[config.mk]
export PLATFORM = sky130hd
export DESIGN_NAME = ptu_periodic_tick_unit
export DESIGN_NICKNAME = d
export VERILOG_FILES = /design/src/hw/ptu_pkg.sv /design/src/hw/ptu_tick_if.sv /design/src/hw/ptu_xtal_edge.sv /design/src/hw/ptu_divider.sv /design/src/hw/ptu_periodic_tick_unit.sv
export SDC_FILE = /design/constraint.sdc
export NUM_CORES = 1
export LEC_CHECK = 0
export ABC_AREA = 1
export BUFFER_PORTS_ARGS = -buffer_cell sky130_fd_sc_hd__buf_2
export CAP_MARGIN = 20
export CORE_MARGIN = 2
export CORE_UTILIZATION = 56
export CTS_CLUSTER_DIAMETER = 30
export DETAILED_ROUTE_END_ITERATION = 10
export PLACE_DENSITY = 0.95
export SETUP_SLACK_MARGIN = 0.5
export SLEW_MARGIN = 20
export SYNTH_ARGS = -nofsm -noshare
export SYNTH_HDL_FRONTEND = slang
export SYNTH_SLANG_ARGS = --single-unit
[constraint.sdc]
create_clock -name aclk -period 2.5 [get_ports aclk]
set_clock_uncertainty 0.05 [all_clocks]
set_input_delay 0.125 -clock aclk [delete_from_list [all_inputs] [get_ports aclk]]
set_output_delay 0.125 -clock aclk [all_outputs]
set_load 0.02 [all_outputs]
[src/hw/ptu_pkg.sv]
// Constants, register map and tap table of the periodic tick unit
package ptu_pkg;

	// ==========================================================
	// Sizes
	localparam int PTU_DIV_STAGES = 15;
	localparam int PTU_RATE_W     = 3;
	localparam int PTU_TAP_W      = 4;
	localparam int PTU_ADDR_W     = 5;
	localparam int PTU_REG_W      = 8;
	localparam int PTU_EV_W       = 2;

	// ==========================================================
	// Register byte offsets
	localparam logic [PTU_ADDR_W-1:0] PTU_OFS_CTRL   = 5'h00;
	localparam logic [PTU_ADDR_W-1:0] PTU_OFS_STATUS = 5'h04;
	localparam logic [PTU_ADDR_W-1:0] PTU_OFS_CLEAR  = 5'h08;
	localparam logic [PTU_ADDR_W-1:0] PTU_OFS_ENABLE = 5'h0C;
	localparam logic [PTU_ADDR_W-1:0] PTU_OFS_COUNT  = 5'h10;

	// ==========================================================
	// timebase_control fields
	localparam int PTU_FLAG_BIT = 7;
	localparam int PTU_RATE_LSB = 4;
	localparam int PTU_ACK_BIT  = 3;
	localparam int PTU_IE_BIT   = 2;
	localparam int PTU_RUN_BIT  = 1;

	// Event bits of status, clear and enable
	localparam int PTU_EV_PERIOD  = 0;
	localparam int PTU_EV_REFUSED = 1;

	// ==========================================================
	// Reset values
	localparam logic [PTU_RATE_W-1:0] PTU_RATE_RST = 3'h0;
	localparam logic [PTU_EV_W-1:0]   PTU_EV_RST   = 2'h0;

	// ==========================================================
	// Bus responses
	localparam logic [1:0] PTU_RESP_OKAY   = 2'h0;
	localparam logic [1:0] PTU_RESP_SLVERR = 2'h2;
	localparam logic [1:0] PTU_RESP_DECERR = 2'h3;

	// Tap whose rising edge marks an event: half the ratio gives the half-period start
	function automatic logic [PTU_TAP_W-1:0] ptu_tap_bit(input logic [PTU_RATE_W-1:0] rate);
		logic [PTU_TAP_W-1:0] tap;
		tap = 4'hE;
		unique case (rate)
			3'h0: tap = 4'hE; // 32768
			3'h1: tap = 4'hC; // 8192
			3'h2: tap = 4'hA; // 2048
			3'h3: tap = 4'h6; // 128
			3'h4: tap = 4'h5; // 64
			3'h5: tap = 4'h4; // 32
			3'h6: tap = 4'h3; // 16
			3'h7: tap = 4'h2; // 8
		endcase
		return tap;
	endfunction : ptu_tap_bit

endpackage : ptu_pkg

[src/hw/ptu_tick_if.sv]
// Interface between control, crystal edge detector and divider
`timescale 1ns/10ps
interface ptu_tick_if #(parameter int STAGES = ptu_pkg::PTU_DIV_STAGES);
	logic                            tick;
	logic                            run;
	logic [ptu_pkg::PTU_RATE_W-1:0]  rate;
	logic                            active;
	logic                            overflow;
	logic [STAGES-1:0]               count;

	modport edge_src (output tick);
	modport div      (input tick, input run, input rate, input active,
	                  output overflow, output count);
	modport ctrl     (output run, output rate, output active,
	                  input overflow, input count);
endinterface : ptu_tick_if

[src/hw/ptu_xtal_edge.sv]
// Crystal clock synchroniser and rising edge detector
`timescale 1ns/10ps
module ptu_xtal_edge
(
	// Clock and reset
	input wire logic  aclk,
	input wire logic  aresetn,
	// Crystal pin
	input wire logic  crystal_ref_clock,
	// Tick out
	ptu_tick_if.edge_src tif
);
	typedef struct packed {
		logic sync1;
		logic sync2;
		logic last;
	} ptu_edge_state_t;

	ptu_edge_state_t st_reg;
	ptu_edge_state_t st_next;

	always_comb
	begin
		st_next       = st_reg;
		st_next.sync1 = crystal_ref_clock;
		st_next.sync2 = st_reg.sync1;
		st_next.last  = st_reg.sync2;
	end

	always_ff @(posedge aclk)
	begin
		if (!aresetn)
			st_reg <= '0;
		else
			st_reg <= st_next;
	end

	// Crystal is far slower than aclk, so one pulse per crystal period
	assign tif.tick = st_reg.sync2 & ~st_reg.last;
endmodule : ptu_xtal_edge

[src/hw/ptu_divider.sv]
// Fifteen stage divider chain with selectable tap
`timescale 1ns/10ps
module ptu_divider #(parameter int STAGES = ptu_pkg::PTU_DIV_STAGES)
(
	// Clock and reset
	input wire logic  aclk,
	input wire logic  aresetn,
	// Divider side
	ptu_tick_if.div   tif
);
	typedef struct packed {
		logic [STAGES-1:0] count;
		logic              overflow;
	} ptu_div_state_t;

	ptu_div_state_t st_reg;
	ptu_div_state_t st_next;
	logic [ptu_pkg::PTU_TAP_W-1:0] tap;

	always_comb
	begin
		tap              = ptu_pkg::ptu_tap_bit(tif.rate);
		st_next          = st_reg;
		st_next.overflow = 1'b0;
		if (!tif.run)
			st_next.count = '0;
		else if (tif.tick && tif.active)
		begin
			st_next.count    = st_reg.count + 1'b1;
			st_next.overflow = st_next.count[tap] & ~st_reg.count[tap];
		end
	end

	always_ff @(posedge aclk)
	begin
		if (!aresetn)
			st_reg <= '0;
		else
			st_reg <= st_next;
	end

	assign tif.overflow = st_reg.overflow;
	assign tif.count    = st_reg.count;
endmodule : ptu_divider

[src/hw/ptu_periodic_tick_unit.sv]
// Periodic tick unit top: AXI4-Lite registers, flag, interrupts, power modes
`timescale 1ns/10ps
module ptu_periodic_tick_unit
(
	// Clock and reset
	input wire logic                            aclk,
	input wire logic                            aresetn,
	// AXI4-Lite write address
	input wire logic                            s_axi_awvalid,
	output logic                                s_axi_awready,
	input wire logic [ptu_pkg::PTU_ADDR_W-1:0]  s_axi_awaddr,
	input wire logic [2:0]                      s_axi_awprot,
	// AXI4-Lite write data
	input wire logic                            s_axi_wvalid,
	output logic                                s_axi_wready,
	input wire logic [31:0]                     s_axi_wdata,
	input wire logic [3:0]                      s_axi_wstrb,
	// AXI4-Lite write response
	output logic                                s_axi_bvalid,
	input wire logic                            s_axi_bready,
	output logic [1:0]                          s_axi_bresp,
	// AXI4-Lite read address
	input wire logic                            s_axi_arvalid,
	output logic                                s_axi_arready,
	input wire logic [ptu_pkg::PTU_ADDR_W-1:0]  s_axi_araddr,
	input wire logic [2:0]                      s_axi_arprot,
	// AXI4-Lite read data
	output logic                                s_axi_rvalid,
	input wire logic                            s_axi_rready,
	output logic [31:0]                         s_axi_rdata,
	output logic [1:0]                          s_axi_rresp,
	// Crystal reference
	input wire logic                            crystal_ref_clock,
	// Power modes, from same-clock system logic
	input wire logic                            wait_mode,
	input wire logic                            stop_mode,
	input wire logic                            osc_run_in_stop,
	// Interrupts
	output logic                                period_irq,
	output logic                                irq
);
	localparam int RW = ptu_pkg::PTU_REG_W;
	localparam int EW = ptu_pkg::PTU_EV_W;
	localparam int AW = ptu_pkg::PTU_ADDR_W;
	localparam int CW = ptu_pkg::PTU_DIV_STAGES;

	// ==========================================================
	// State
	typedef struct packed {
		// Write channel
		logic                            aw_seen;
		logic [AW-1:0]                   awaddr;
		logic                            w_seen;
		logic [RW-1:0]                   wdata;
		logic                            wlane0;
		logic                            bvalid;
		logic [1:0]                      bresp;
		// Read channel
		logic                            rvalid;
		logic [RW*2-1:0]                 rdata;
		logic [1:0]                      rresp;
		// timebase_control
		logic                            run;
		logic [ptu_pkg::PTU_RATE_W-1:0]  rate;
		logic                            irq_en;
		logic                            flag;
		// Event status and enable
		logic [EW-1:0]                   ev_status;
		logic [EW-1:0]                   ev_enable;
	} ptu_top_state_t;

	ptu_top_state_t st_reg;
	ptu_top_state_t st_next;

	// ==========================================================
	// Crystal edge and divider
	ptu_tick_if #(.STAGES(CW)) tif ();

	ptu_xtal_edge u_edge
	(
		.aclk              (aclk),
		.aresetn           (aresetn),
		.crystal_ref_clock (crystal_ref_clock),
		.tif               (tif.edge_src)
	);

	ptu_divider #(.STAGES(CW)) u_div
	(
		.aclk    (aclk),
		.aresetn (aresetn),
		.tif     (tif.div)
	);

	logic osc_active;
	logic regs_locked;

	// Oscillator keeps running unless stop without the keep-alive option
	assign osc_active  = ~stop_mode | osc_run_in_stop;
	// Bus side of the block is closed in both low power modes
	assign regs_locked = wait_mode | stop_mode;

	assign tif.run    = st_reg.run;
	assign tif.rate   = st_reg.rate;
	// Wait mode leaves the divider free to count
	assign tif.active = osc_active;

	// ==========================================================
	// Bus handshakes
	assign s_axi_awready = ~st_reg.aw_seen & ~st_reg.bvalid;
	assign s_axi_wready  = ~st_reg.w_seen & ~st_reg.bvalid;
	assign s_axi_arready = ~st_reg.rvalid;
	assign s_axi_bvalid  = st_reg.bvalid;
	assign s_axi_bresp   = st_reg.bresp;
	assign s_axi_rvalid  = st_reg.rvalid;
	assign s_axi_rdata   = {16'h0000, st_reg.rdata};
	assign s_axi_rresp   = st_reg.rresp;

	// ==========================================================
	// Interrupt outputs
	assign period_irq = st_reg.flag & st_reg.irq_en;
	assign irq        = |(st_reg.ev_status & st_reg.ev_enable);

	// ==========================================================
	// Next state
	logic            aw_have;
	logic            w_have;
	logic [AW-1:0]   wr_addr;
	logic [RW-1:0]   wr_data;
	logic            wr_lane0;
	logic            do_write;
	logic            do_read;
	logic            ack_clear;
	logic [EW-1:0]   ev_set;
	logic [EW-1:0]   ev_clr;
	logic [RW-1:0]   ctrl_view;

	always_comb
	begin
		st_next   = st_reg;
		ack_clear = 1'b0;
		ev_set    = '0;
		ev_clr    = '0;

		// Address and data may arrive in either order or together
		aw_have  = st_reg.aw_seen | (s_axi_awvalid & s_axi_awready);
		w_have   = st_reg.w_seen | (s_axi_wvalid & s_axi_wready);
		wr_addr  = st_reg.aw_seen ? st_reg.awaddr : s_axi_awaddr;
		wr_data  = st_reg.w_seen ? st_reg.wdata : s_axi_wdata[RW-1:0];
		wr_lane0 = st_reg.w_seen ? st_reg.wlane0 : s_axi_wstrb[0];
		do_write = aw_have & w_have & ~st_reg.bvalid;
		do_read  = s_axi_arvalid & s_axi_arready;

		// Acknowledge bit always reads as zero
		ctrl_view                        = '0;
		ctrl_view[ptu_pkg::PTU_FLAG_BIT] = st_reg.flag;
		ctrl_view[ptu_pkg::PTU_RATE_LSB +: ptu_pkg::PTU_RATE_W] = st_reg.rate;
		ctrl_view[ptu_pkg::PTU_IE_BIT]   = st_reg.irq_en;
		ctrl_view[ptu_pkg::PTU_RUN_BIT]  = st_reg.run;

		// Hold halves of a write that is not yet complete
		if (s_axi_awvalid && s_axi_awready)
		begin
			st_next.aw_seen = 1'b1;
			st_next.awaddr  = s_axi_awaddr;
		end
		if (s_axi_wvalid && s_axi_wready)
		begin
			st_next.w_seen = 1'b1;
			st_next.wdata  = s_axi_wdata[RW-1:0];
			st_next.wlane0 = s_axi_wstrb[0];
		end

		// ------------------------------------------------------
		// Write
		if (st_reg.bvalid && s_axi_bready)
			st_next.bvalid = 1'b0;
		if (do_write)
		begin
			st_next.aw_seen = 1'b0;
			st_next.w_seen  = 1'b0;
			st_next.bvalid  = 1'b1;
			st_next.bresp   = ptu_pkg::PTU_RESP_OKAY;
			if (regs_locked)
			begin
				// Refused; no register changes except the refused event bit of the event status
				st_next.bresp                   = ptu_pkg::PTU_RESP_SLVERR;
				ev_set[ptu_pkg::PTU_EV_REFUSED] = 1'b1;
			end
			else
			begin
				unique case (wr_addr)
					ptu_pkg::PTU_OFS_CTRL:
					begin
						if (wr_lane0)
						begin
							// Rate may change mid-run; software is expected to stop first
							st_next.rate   = wr_data[ptu_pkg::PTU_RATE_LSB +:
							                         ptu_pkg::PTU_RATE_W];
							st_next.irq_en = wr_data[ptu_pkg::PTU_IE_BIT];
							st_next.run    = wr_data[ptu_pkg::PTU_RUN_BIT];
							// Writing zero to acknowledge leaves the flag alone
							ack_clear      = wr_data[ptu_pkg::PTU_ACK_BIT];
						end
					end
					ptu_pkg::PTU_OFS_CLEAR:
					begin
						if (wr_lane0)
							ev_clr = wr_data[EW-1:0];
					end
					ptu_pkg::PTU_OFS_ENABLE:
					begin
						if (wr_lane0)
							st_next.ev_enable = wr_data[EW-1:0];
					end
					ptu_pkg::PTU_OFS_STATUS,
					ptu_pkg::PTU_OFS_COUNT:
					begin
						// Read-only: write accepted and dropped
						st_next.bresp = ptu_pkg::PTU_RESP_OKAY;
					end
					default:
						st_next.bresp = ptu_pkg::PTU_RESP_DECERR;
				endcase
			end
		end

		// ------------------------------------------------------
		// Read
		if (st_reg.rvalid && s_axi_rready)
			st_next.rvalid = 1'b0;
		if (do_read)
		begin
			st_next.rvalid = 1'b1;
			st_next.rdata  = '0;
			st_next.rresp  = ptu_pkg::PTU_RESP_OKAY;
			if (regs_locked)
			begin
				st_next.rresp                   = ptu_pkg::PTU_RESP_SLVERR;
				ev_set[ptu_pkg::PTU_EV_REFUSED] = 1'b1;
			end
			else
			begin
				unique case (s_axi_araddr)
					ptu_pkg::PTU_OFS_CTRL:
						st_next.rdata = {8'h00, ctrl_view};
					ptu_pkg::PTU_OFS_STATUS:
						st_next.rdata = {{(RW*2-EW){1'b0}}, st_reg.ev_status};
					ptu_pkg::PTU_OFS_ENABLE:
						st_next.rdata = {{(RW*2-EW){1'b0}}, st_reg.ev_enable};
					ptu_pkg::PTU_OFS_COUNT:
						st_next.rdata = {1'b0, tif.count};
					ptu_pkg::PTU_OFS_CLEAR:
						st_next.rdata = '0;
					default:
						st_next.rresp = ptu_pkg::PTU_RESP_DECERR;
				endcase
			end
		end

		// ------------------------------------------------------
		// Period flag: only a rollover sets it, and a set beats a clear
		ev_set[ptu_pkg::PTU_EV_PERIOD] = tif.overflow;
		st_next.flag = (st_reg.flag & ~ack_clear) | tif.overflow;

		// Sticky events, set wins over clear
		st_next.ev_status = (st_reg.ev_status & ~ev_clr) | ev_set;
	end

	// ==========================================================
	// Registers
	always_ff @(posedge aclk)
	begin
		if (!aresetn)
		begin
			st_reg           <= '0;
			st_reg.rate      <= ptu_pkg::PTU_RATE_RST;
			st_reg.run       <= 1'b0;
			st_reg.irq_en    <= 1'b0;
			st_reg.ev_status <= ptu_pkg::PTU_EV_RST;
			st_reg.ev_enable <= ptu_pkg::PTU_EV_RST;
		end
		else
		begin
			st_reg <= st_next;
		end
	end
endmodule : ptu_periodic_tick_unit

After elaboration in Yosys (flattened, before gate mapping)
Memories as Yosys holds them, arrays and structs flattened. A register that Yosys moved wholly into a read port is not among the register bits.
Index checks and enable logic that the tools add are counted.
W data, S select, Z words.
{"block": "word_totals", "memories": 1, "mem_bits_ro": 32, "regBits": 66, "inputBits": 63}
{"block": "classes", "n_addsub": 1, "reduce_logical": 17, "order_cmp": 1, "n_bitwise": 30, "eq_ne": 8, "muxes": 31}
{"memory": "(name not given)", "depth": 8, "width": 4, "read_ports": 1, "rd_ports_with_merged_regs": 1, "wr": 0, "line_no": "ptu_pkg.sv:48", "rtl": "unique case (rate)"}
{"operator": "$pmux W15 S4", "n": 1}
{"operator": "$eq A5 B4 Y1 const B", "n": 4}
{"operator": "$mux W19", "n": 1}
{"operator": "$mux W16", "n": 1}
{"operator": "$mux W2", "n": 8}
{"operator": "$add A15 B1 Y15 const B", "n": 1}
{"operator": "$mux W1", "n": 13}
{"operator": "$and A1 B1 Y1", "n": 11}
{"operator": "$eq A5 B3 Y1 const B", "n": 2}
{"operator": "$eq A5 B5 Y1 const B", "n": 2}
{"operator": "$logic_not A5 Y1", "n": 2}
{"operator": "$not A1 Y1", "n": 10}
{"operator": "$reduce_or A5 Y1", "n": 2}
{"operator": "$mux W3", "n": 3}
{"operator": "$bmux W1 S4", "n": 2}
{"operator": "$reduce_and A4 Y1", "n": 2}
{"operator": "$mux W7", "n": 1}
{"operator": "$logic_and A1 B1 Y1", "n": 5}
{"operator": "$lt A4 B5 Y1 const B", "n": 1}
{"operator": "$mux W5", "n": 1}
{"operator": "$or A1 B1 Y1", "n": 5}
{"operator": "$and A2 B2 Y2", "n": 2}
{"operator": "$reduce_bool A2 Y1", "n": 2}
{"operator": "$reduce_or A2 Y1", "n": 2}
{"operator": "4 further kinds", "n": 4}

Logic depth before layout (Yosys ltp)
Gate-level depths: netlist of run 1.
{"block": "depth", "depth_word": 10, "ltp_mapped": 12, "ltp_nobuf": 12}

Cells and area by module
Synthesis of run 1 repeated with hierarchy kept, for this count alone.
{"block": "hier_totals", "hier_cells": 557, "area_unflattened_um2": 3792.4}
{"mod": "ptu_periodic_tick_unit", "area_each_um2": 2497.4, "instances": 1, "seq_area_each_um2": 920.9, "cells_each": 345}
{"mod": "ptu_divider", "area_each_um2": 1202.4, "instances": 1, "seq_area_each_um2": 320.3, "cells_each": 201}
{"mod": "ptu_xtal_edge", "area_each_um2": 92.6, "instances": 1, "seq_area_each_um2": 60.1, "cells_each": 11}

Least setup slack after synthesis of run 1
No wires, ideal clock.
{"block": "synth_timing", "path_kind": "register to register", "from": "reg st_reg (netlist bit s_axi_bvalid)", "to": "reg, netlist name u_div.tap[2]", "n_path_buf": 0, "period_less_slack_ns": 1.858, "t_arrival_ns": 1.695, "stages_incl_launch_ff": 13, "setup_time_ns": 0.112, "t_required_ns": 2.338, "path_slack_ns": 0.642, "cell_sequence": "dfxtp_1 nor2_1 nand2_1 nand2_1 nand3_4 clkinv_4 nand2_4 nor2_8 nand3_2 nand2_2 nor2_2 nand2_1 nand2_1"}
{"block": "synth_between", "elab_chain_cells": 9}
{"item": "from (decl)", "line_no": "ptu_periodic_tick_unit.sv:72", "rtl": "ptu_top_state_t st_reg;"}
{"item": "from (signal assigned)", "line_no": "ptu_periodic_tick_unit.sv:284", "rtl": "st_reg <= st_next;"}
{"item": "$not A1 Y1", "line_no": "ptu_periodic_tick_unit.sv:110", "rtl": "assign s_axi_wready = ~st_reg.w_seen & ~st_reg.bvalid;"}
{"item": "$and A1 B1 Y1", "line_no": "ptu_periodic_tick_unit.sv:110"}
{"item": "net s_axi_wready", "line_no": "ptu_periodic_tick_unit.sv:15", "rtl": "output logic s_axi_wready,"}
{"item": "$and A1 B1 Y1", "line_no": "ptu_periodic_tick_unit.sv:146", "rtl": "w_have = st_reg.w_seen | (s_axi_wvalid & s_axi_wready);"}
{"item": "$or A1 B1 Y1", "line_no": "ptu_periodic_tick_unit.sv:146"}
{"item": "$and A1 B1 Y1 (2 in series)", "line_no": "ptu_periodic_tick_unit.sv:150", "rtl": "do_write = aw_have & w_have & ~st_reg.bvalid;"}
{"item": "$reduce_and A4 Y1 (no source line)"}
{"item": "$mux W3 (no source line) (2 in series)"}
The timed path passes the listed nets, and every way through them passes these cells.
A chain may end at the register's enable or synchronous reset.

Final worst setup path of run 1
{"block": "layout_timing", "from": "reg u_div.st_reg (netlist bit u_div.tif.count[0])", "to": "reg u_div.st_reg (netlist bit u_div.tif.overflow)"}
{"block": "layout_between", "elab_chain_cells": 4}
{"item": "from (decl)", "line_no": "ptu_divider.sv:16", "rtl": "ptu_div_state_t st_reg;"}
{"item": "from (signal assigned)", "line_no": "ptu_divider.sv:39", "rtl": "st_reg <= st_next;"}
{"item": "$add A15 B1 Y15 or $bmux W1 S4 (tied branches)", "line_no": "ptu_divider.sv:29, ptu_divider.sv:30"}
{"item": "$bmux W1 S4 or $mux W1 (tied branches)", "line_no": "ptu_divider.sv:30", "rtl": "st_next.overflow = st_next.count[tap] & ~st_reg.count[tap];"}
{"item": "$mux W1 (not written as such) or $not A1 Y1 (tied branches)", "line_no": "ptu_divider.sv:30"}
{"item": "$and A1 B1 Y1 *", "line_no": "ptu_divider.sv:30"}
Every way passes the cells marked *; elsewhere a longest branch is shown, timed or not. The select of a mux whose other input is x is not followed.

==> key figures, run 1 <==
Power and ir drop
  • LEAKAGE: 1.83 nW
  • Maximum vdd drop: 0.427 mV
  • P per Cell Area: 629 nW/µm²
  • Total power draw: around 0.0025 W
  • Sw Pwr: about 0.00076 W
  • Internal Power: 0.00178 W
  • Switching share of power: 30.0%
  • Clock network power share: 35.3%
  • Combinational share of power: between 10% and 20%
  • Flop pwr share: around 47%

Drt
  • DR vias/cell: between 5 and 6
  • Antenna viol nets, final: 0
  • DR vias: 3492
  • WL met2: 4200 µm
  • Wire length on met1: between 3000 and 4000 µm
  • Metal3 WL: 738 µm
  • DRC viols: 0
  • Drt total wl: between 8000 and 9000 µm
  • WL/cell: 13.3 µm
  • Initial DRC count: 314
  • Pre-antenna DRT Iters: 5
  • Top Metal Used: met4

Logic synthesis
  • Netlist cell types: 41
  • Area fraction of the dominant cell type after synthesis: 37.6%
  • Sequential fraction of the synthesis area: approximately 38%
  • #FFs+latches synth: 69
  • Top cells by area, synth: dfxtp_1 (38%), nand2_1 (11%), buf_4 (7.6%)
  • Synthesized area: 3670 µm²
  • Syn Inst Count: 526
  • Syn Area/Cell: 6.99 µm²
  • YS warnings: 0
  • Synth area leader: dfxtp_1

Clock network
  • H-tree depth reported by CTS: 3
  • TritonCTS buffer count: 9
  • CTS tree: done
  • Clk buf depth: 2
  • Clock root cell: clkbuf_8
  • Sink Count: 69
  • Clock-pin slew on the worst setup and hold paths: ~0.080 ns
  • Clk_lat worst skew: 0.34 ns

Placed design
  • Setup WS pre-CTS: 0.460 ns
  • Count of input and output buffers: 54
  • Dpl cells: ~630
  • Gpl congestion: ~1
  • DPL Wire Length: 6240 µm

Die
  • Die Area: 7230 µm²
  • Initial core utilization: 57.9%
  • Num ports: 106
  • # rows: 29
  • Die Height: 85.0 µm
  • Chip Width: 85.0 µm
  • Core ar.: 6350 µm²

Timing
  • Number of hold violations in the final report: 0
  • Post-route clock period utilization: between 70% and 80%
  • Unrepaired setup endpoints after global routing: no
  • Final min period: 1.84 ns
  • Post-route setup TNS: 0 ns
  • Fin worst setup slack: 0.665 ns
  • Slew headroom: 52.3%
  • Final setup fails: 0
  • Max frequency: 545 MHz
  • Worst slew pin tran: 0.714 ns
  • Max Transition Viols Final: 0

Finish
  • Nets: 629
  • Fillers: between 500 and 600
  • Layout cell share with drive strength beyond 1: about 18%
  • Final Util: 63.6%
  • Commonest non-fill, non-tap cell in the layout: nand2_1
  • Commonest non-fill, non-tap cells in the layout: nand2_1 (110), dfxtp_1 (68), inv_1 (63)
  • Max reg flops: 19
  • Non-Filler Instances: roughly 650
  • Layout overhead on the synthesized area: 9.94%
  • ANT cells: 0

Critical path
  • Worst setup SP type: flip-flop
  • Worst EP arrival: 2.06 ns
  • Worst Path Max Fanout: 6
  • Setup crit end kind: flip-flop
  • Worst endpoint required time: 2.73 ns
  • Kind of critical path: flip-flop to flip-flop

Global routing
  • Vias in the first global route: about 3200
  • Largest net degree at the start of global routing: 25
  • Remaining global-route overflow: 0
  • First-pass GRT wire length: ~14000 µm
  • Total GRT Usage: 24.3%
  • Antenna violations before repair: 0

Min path
  • Worst min path class: input pin to flip-flop

Flow run
  • Max-cap violation count: 0

Outcome
  • Outcome: finished clean
critical path: stages, from the launching register on:
cell and delay, ns:
dfxtp_1 0.39, ha_1 0.23, nand2_1 0.10, nor2_2 0.24, nand3_1 0.13, or2_1 0.24, nand3_1 0.07, nand3_1 0.08
nand2_1 0.06, nand2_1 0.06, a21oi_1 0.12
power groups by stage:
stage               Clock (W)  Sequential, W  Combinational [W]
finish               0.000897        0.00120           0.000441
global route         0.000959        0.00121           0.000484
CTS                  0.000906        0.00120           0.000419
detailed placement          0        0.00122           0.000410
global placement            0        0.00122           0.000388
floorplan                   0        0.00121           0.000341
layer usage:
layer	GRT usage [%]	vias up
met4	8.80	0
met3	4.67	16
met5	0	-
met1	30.9	1549
li1	-	1741
met2	41.1	186
final cells by class:
class	instances	area, µm²	area share, %
multi-input combinational	356	1770	43.8
sequential	69	1380	34.2
timing repair buffer	63	348	8.61
inverter	66	253	6.26
clock buffer	12	145	3.59
tap	77	96.3	2.38
clock inverter	4	47.5	1.18
kinds of logic after synthesis:
family / share of synthesized area [%]
xor gates and xnor gates: 0.238
adders and majority gates: 0.340
other: 0.102
AOI/OAI and AO/OA: 17.2
muxes: 0.272
buffers and inverters: 16.1
DFF: 37.6
and+or+nand+nor: 28.1
path summary, 6_finish.rpt:
check                                        start            endpoint  cells past startpoint  slack (ns)
worst max-delay path            u_div.tif.count[0]  u_div.tif.overflow                     10        0.66
worst min-delay path                s_axi_wdata[0]          st_reg[33]                      3       0.006
worst max register to register  u_div.tif.count[0]  u_div.tif.overflow                     10        0.66
worst min register to register   u_edge.st_next[1]   u_edge.st_next[0]                      2        0.37
Yosys cell counts:
library cell / n
dfxtp_1: 69
nor3_2: 1
mux2i_1: 1
a22oi_1: 8
a31oi_1: 2
a22o_1: 1
o21ai_2: 5
and3_1: 1
nand3_1: 33
nand2_4: 1
nor3_1: 4
o21a_1: 2
o211ai_1: 10
nor2_2: 3
inv_2: 2
a21oi_1: 33
clkbuf_1: 13
nor2_1: 56
o2111ai_1: 2
inv_1: 63
nor2_4: 3
buf_4: 37
nor4_1: 1
clkinv_4: 1
o21ai_1: 1
or2_1: 1
nand2_2: 3
conb_1: 1
a21oi_2: 1
nor4_2: 1
nand4_1: 5
nor2_8: 1
a211oi_1: 1
nand2_1: 111
o21ai_0: 41
nand3_4: 2
ha_1: 1
clkbuf_8: 1
nand3_2: 1
xor2_1: 1
a311oi_1: 1
metrics by stage:
step	hold WS, ns	cell area [µm²]
after floorplan	0.173	3730
after global routing	0.0209	4040
final	0.00617	4040
after CTS	0.00469	4020
after detailed placement	0.260	3790
after global placement	0.257	3790
repair_timing:
action                                  4_1_cts  5_1_grt
setup buffers                                 0        2
endpoints found under the setup margin        5       11
pin swaps                                     0        1
resized for setup                             1        1
hold buffers                                  4        0
hold endpoints to repair                      5        0
Power figures use the tool's default switching activity.
==> run 2: changes to the inputs <==
CORE_UTILIZATION = 47   (was 56)
PLACE_DENSITY = 0.88   (was 0.95)
clock period = 1.48 ns   (was 2.5 ns; I/O delays follow)
==> run 2 against run 1 <==
Net effect:
- the flow now finishes with violations (setup timing)
- global-route usage rose by 4.2 points
- cell count rose by 20%
- non-clock buffer count rose by 102
- critical path type unchanged
- clock power rose by 96%
- total power rose by 120%
- worst hold slack improved by 0.031 ns
- fmax fell by 2.6%
- clock-buffer cell count fell by 1
- largest power group unchanged
==> key figures, run 2 (synthesis results as in run 1) <==
Die
  • Core ar.: between 7000 and 8000 µm²
  • Die Height: 92.4 µm
  • Initial core utilization: about half
  • Chip Width: 92.4 µm
  • # rows: 32
  • Die Area: 8540 µm²
  • Num ports: about 110

Placed design
  • Dpl cells: 693
  • Count of input and output buffers: 54
  • DPL Wire Length: 7130 µm
  • Gpl congestion: 0.943
  • Setup WS pre-CTS: -0.153 ns

Critical path
  • Kind of critical path: flip-flop to flip-flop
  • Worst endpoint required time: roughly 1.6 ns
  • Worst Path Max Fanout: 7
  • Slowest stage delay, CP: 0.43 ns
  • CP cell instances: inv_8 -> nand2_4 -> o21ai_4 -> nor2_4 -> nand3_4 -> nor2_8 -> buf_6 -> inv_4 -> o21ai_2 -> nor2_1
  • Worst setup SP type: flip-flop
  • Setup crit end kind: flip-flop
  • Slowest stage cell, crit path: dfxtp_4
  • Crit-path leading delay family: simple AND/OR/NAND/NOR gates
  • Buf/Inv on CP: 3
  • Worst EP arrival: 2.05 ns

Drt
  • DRC viols: 0
  • WL/cell: 20.2 µm
  • Drt total wl: 15700 µm
  • Antenna viol nets, final: 0
  • DR vias/cell: 5.89
  • Initial DRC count: 459
  • Pre-antenna DRT Iters: 6
  • DR vias: between 4000 and 5000

Global routing
  • Vias in the first global route: approximately 4300
  • Remaining global-route overflow: 0
  • First-pass GRT wire length: roughly 20000 µm
  • GR Util met1: 31.4%
  • Total GRT Usage: 28.5%
  • Met2 Use GR: 51.1%
  • Largest net degree at the start of global routing: 20
  • Antenna violations before repair: 0
  • GR peak layer: met2
  • Grt met3 use: 6.27%

Finish
  • Commonest non-fill, non-tap cell in the layout: nand2_1
  • Layout overhead on the synthesized area: 63.6%
  • Non-Filler Instances: 775
  • Nets: 732
  • Max reg flops: 19
  • ANT cells: 0
  • Fillers: 408
  • Layout cell share with drive strength beyond 1: 53.3%
  • Commonest non-fill, non-tap cells in the layout: nand2_1 (86), buf_4 (78), inv_1 (48)

Timing
  • Post-route setup TNS: -3.05 ns
  • Unrepaired setup endpoints after global routing: yes
  • Final min period: 1.88 ns
  • Max frequency: 531 MHz
  • Final setup fails: 20
  • Post-route clock period utilization: 127%
  • Number of hold violations in the final report: 0
  • Fin worst setup slack: -0.404 ns
  • Max Transition Viols Final: 0

Clock network
  • Clock root cell: clkbuf_8
  • Clk buf depth: 2
  • CTS tree: done
  • Sink Count: just under 70
  • Clk_lat worst skew: 0.36 ns
  • TritonCTS buffer count: 9
  • Clock-pin slew on the worst setup and hold paths: 0.09 ns
  • H-tree depth reported by CTS: 3

Flow run
  • Max-cap violation count: 0

Power and ir drop
  • Maximum vdd drop: 0.854 mV
  • P per Cell Area: 909 nW/µm²
  • LEAKAGE: approximately 2.6 nW

Min path
  • Worst min path class: input pin to flip-flop

Outcome
  • Outcome: complete, but fails checks
  • Failing checks: setup timing
run 2: changes by cell type in the layout (fill, tap and decap cells not counted), moves of 24 or more:
cell / change
buf_6: +38
dfxtp_1: -38
nand2_1: -24
buf_4: +73
dfxtp_2: +30
buf_2: -26
o21ai_0: -30
run 2: routing by layer:
metal  routed length [µm]  share of wire [%]  up-vias
met5                    0                  0        -
met4                 1420                9.0        0
met3                 1350                8.6      149
met2                 7680                 49      374
met1                 5230                 33     2087
li1                     -                  -     1956
run 2: worst paths after layout:
check / startpoint / to / slack [ns] / cells after the start
hold reg to reg: u_div.tap[3] / u_div.tif.overflow / 0.41 / 1
setup / recovery: st_reg[47] / tif.run / -0.40 / 10
hold / removal: s_axi_awaddr[3] / st_reg[45] / 0.04 / 3
setup reg to reg: st_reg[47] / tif.run / -0.40 / 10
run 2: repair_timing:
action / in CTS / in global routing
setup buffers: 21 / 28
pin swaps: 63 / 75
resized for setup: 135 / 124
setup endpoints to repair: 83 / 84
hold buffers: 15 / 0
hold endpoints to repair: 16 / 0
gates cloned: 2 / 0
run 2: per-stage QoR:
stage	util, %	hold slack [ns]	instance area (µm²)	total power (W)
4_1_cts	70.2	0.00328	5370	0.00494
5_1_grt	78.6	0.0543	6010	0.00561
3_5_place_dp	57.2	0.217	4370	0.00288
3_3_place_gp	57.2	0.216	4370	0.00285
6_report	78.6	0.0376	6010	0.00547
2_1_floorplan	-	0.122	4030	0.00270
run 2: layout make-up:
type                       count  area (µm²)  share of cell area (%)
clock buffer                  11         141                    2.35
clock inverter                 5        75.1                    1.25
inverter                      66         319                    5.31
multi-input combinational    357        2470                    41.1
sequential                    69        1450                    24.1
tap                          102         128                    2.12
timing repair buffer         165        1430                    23.7
run 2: worst min-delay path: stages:
cell	delay (ns)
buf_2	0.13
o21ai_4	0.15
a21oi_2	0.04
run 2: where the power goes:
group | leakage (nW) | switching, W | total (W) | internal, W
Sequential | 0.582 | 0.000107 | 0.00206 | 0.00195
Clock | 0.113 | 0.000774 | 0.00176 | 0.000989
Combinational | 1.93 | 0.000934 | 0.00164 | 0.000710
Total | 2.63 | 0.00182 | 0.00547 | 0.00365
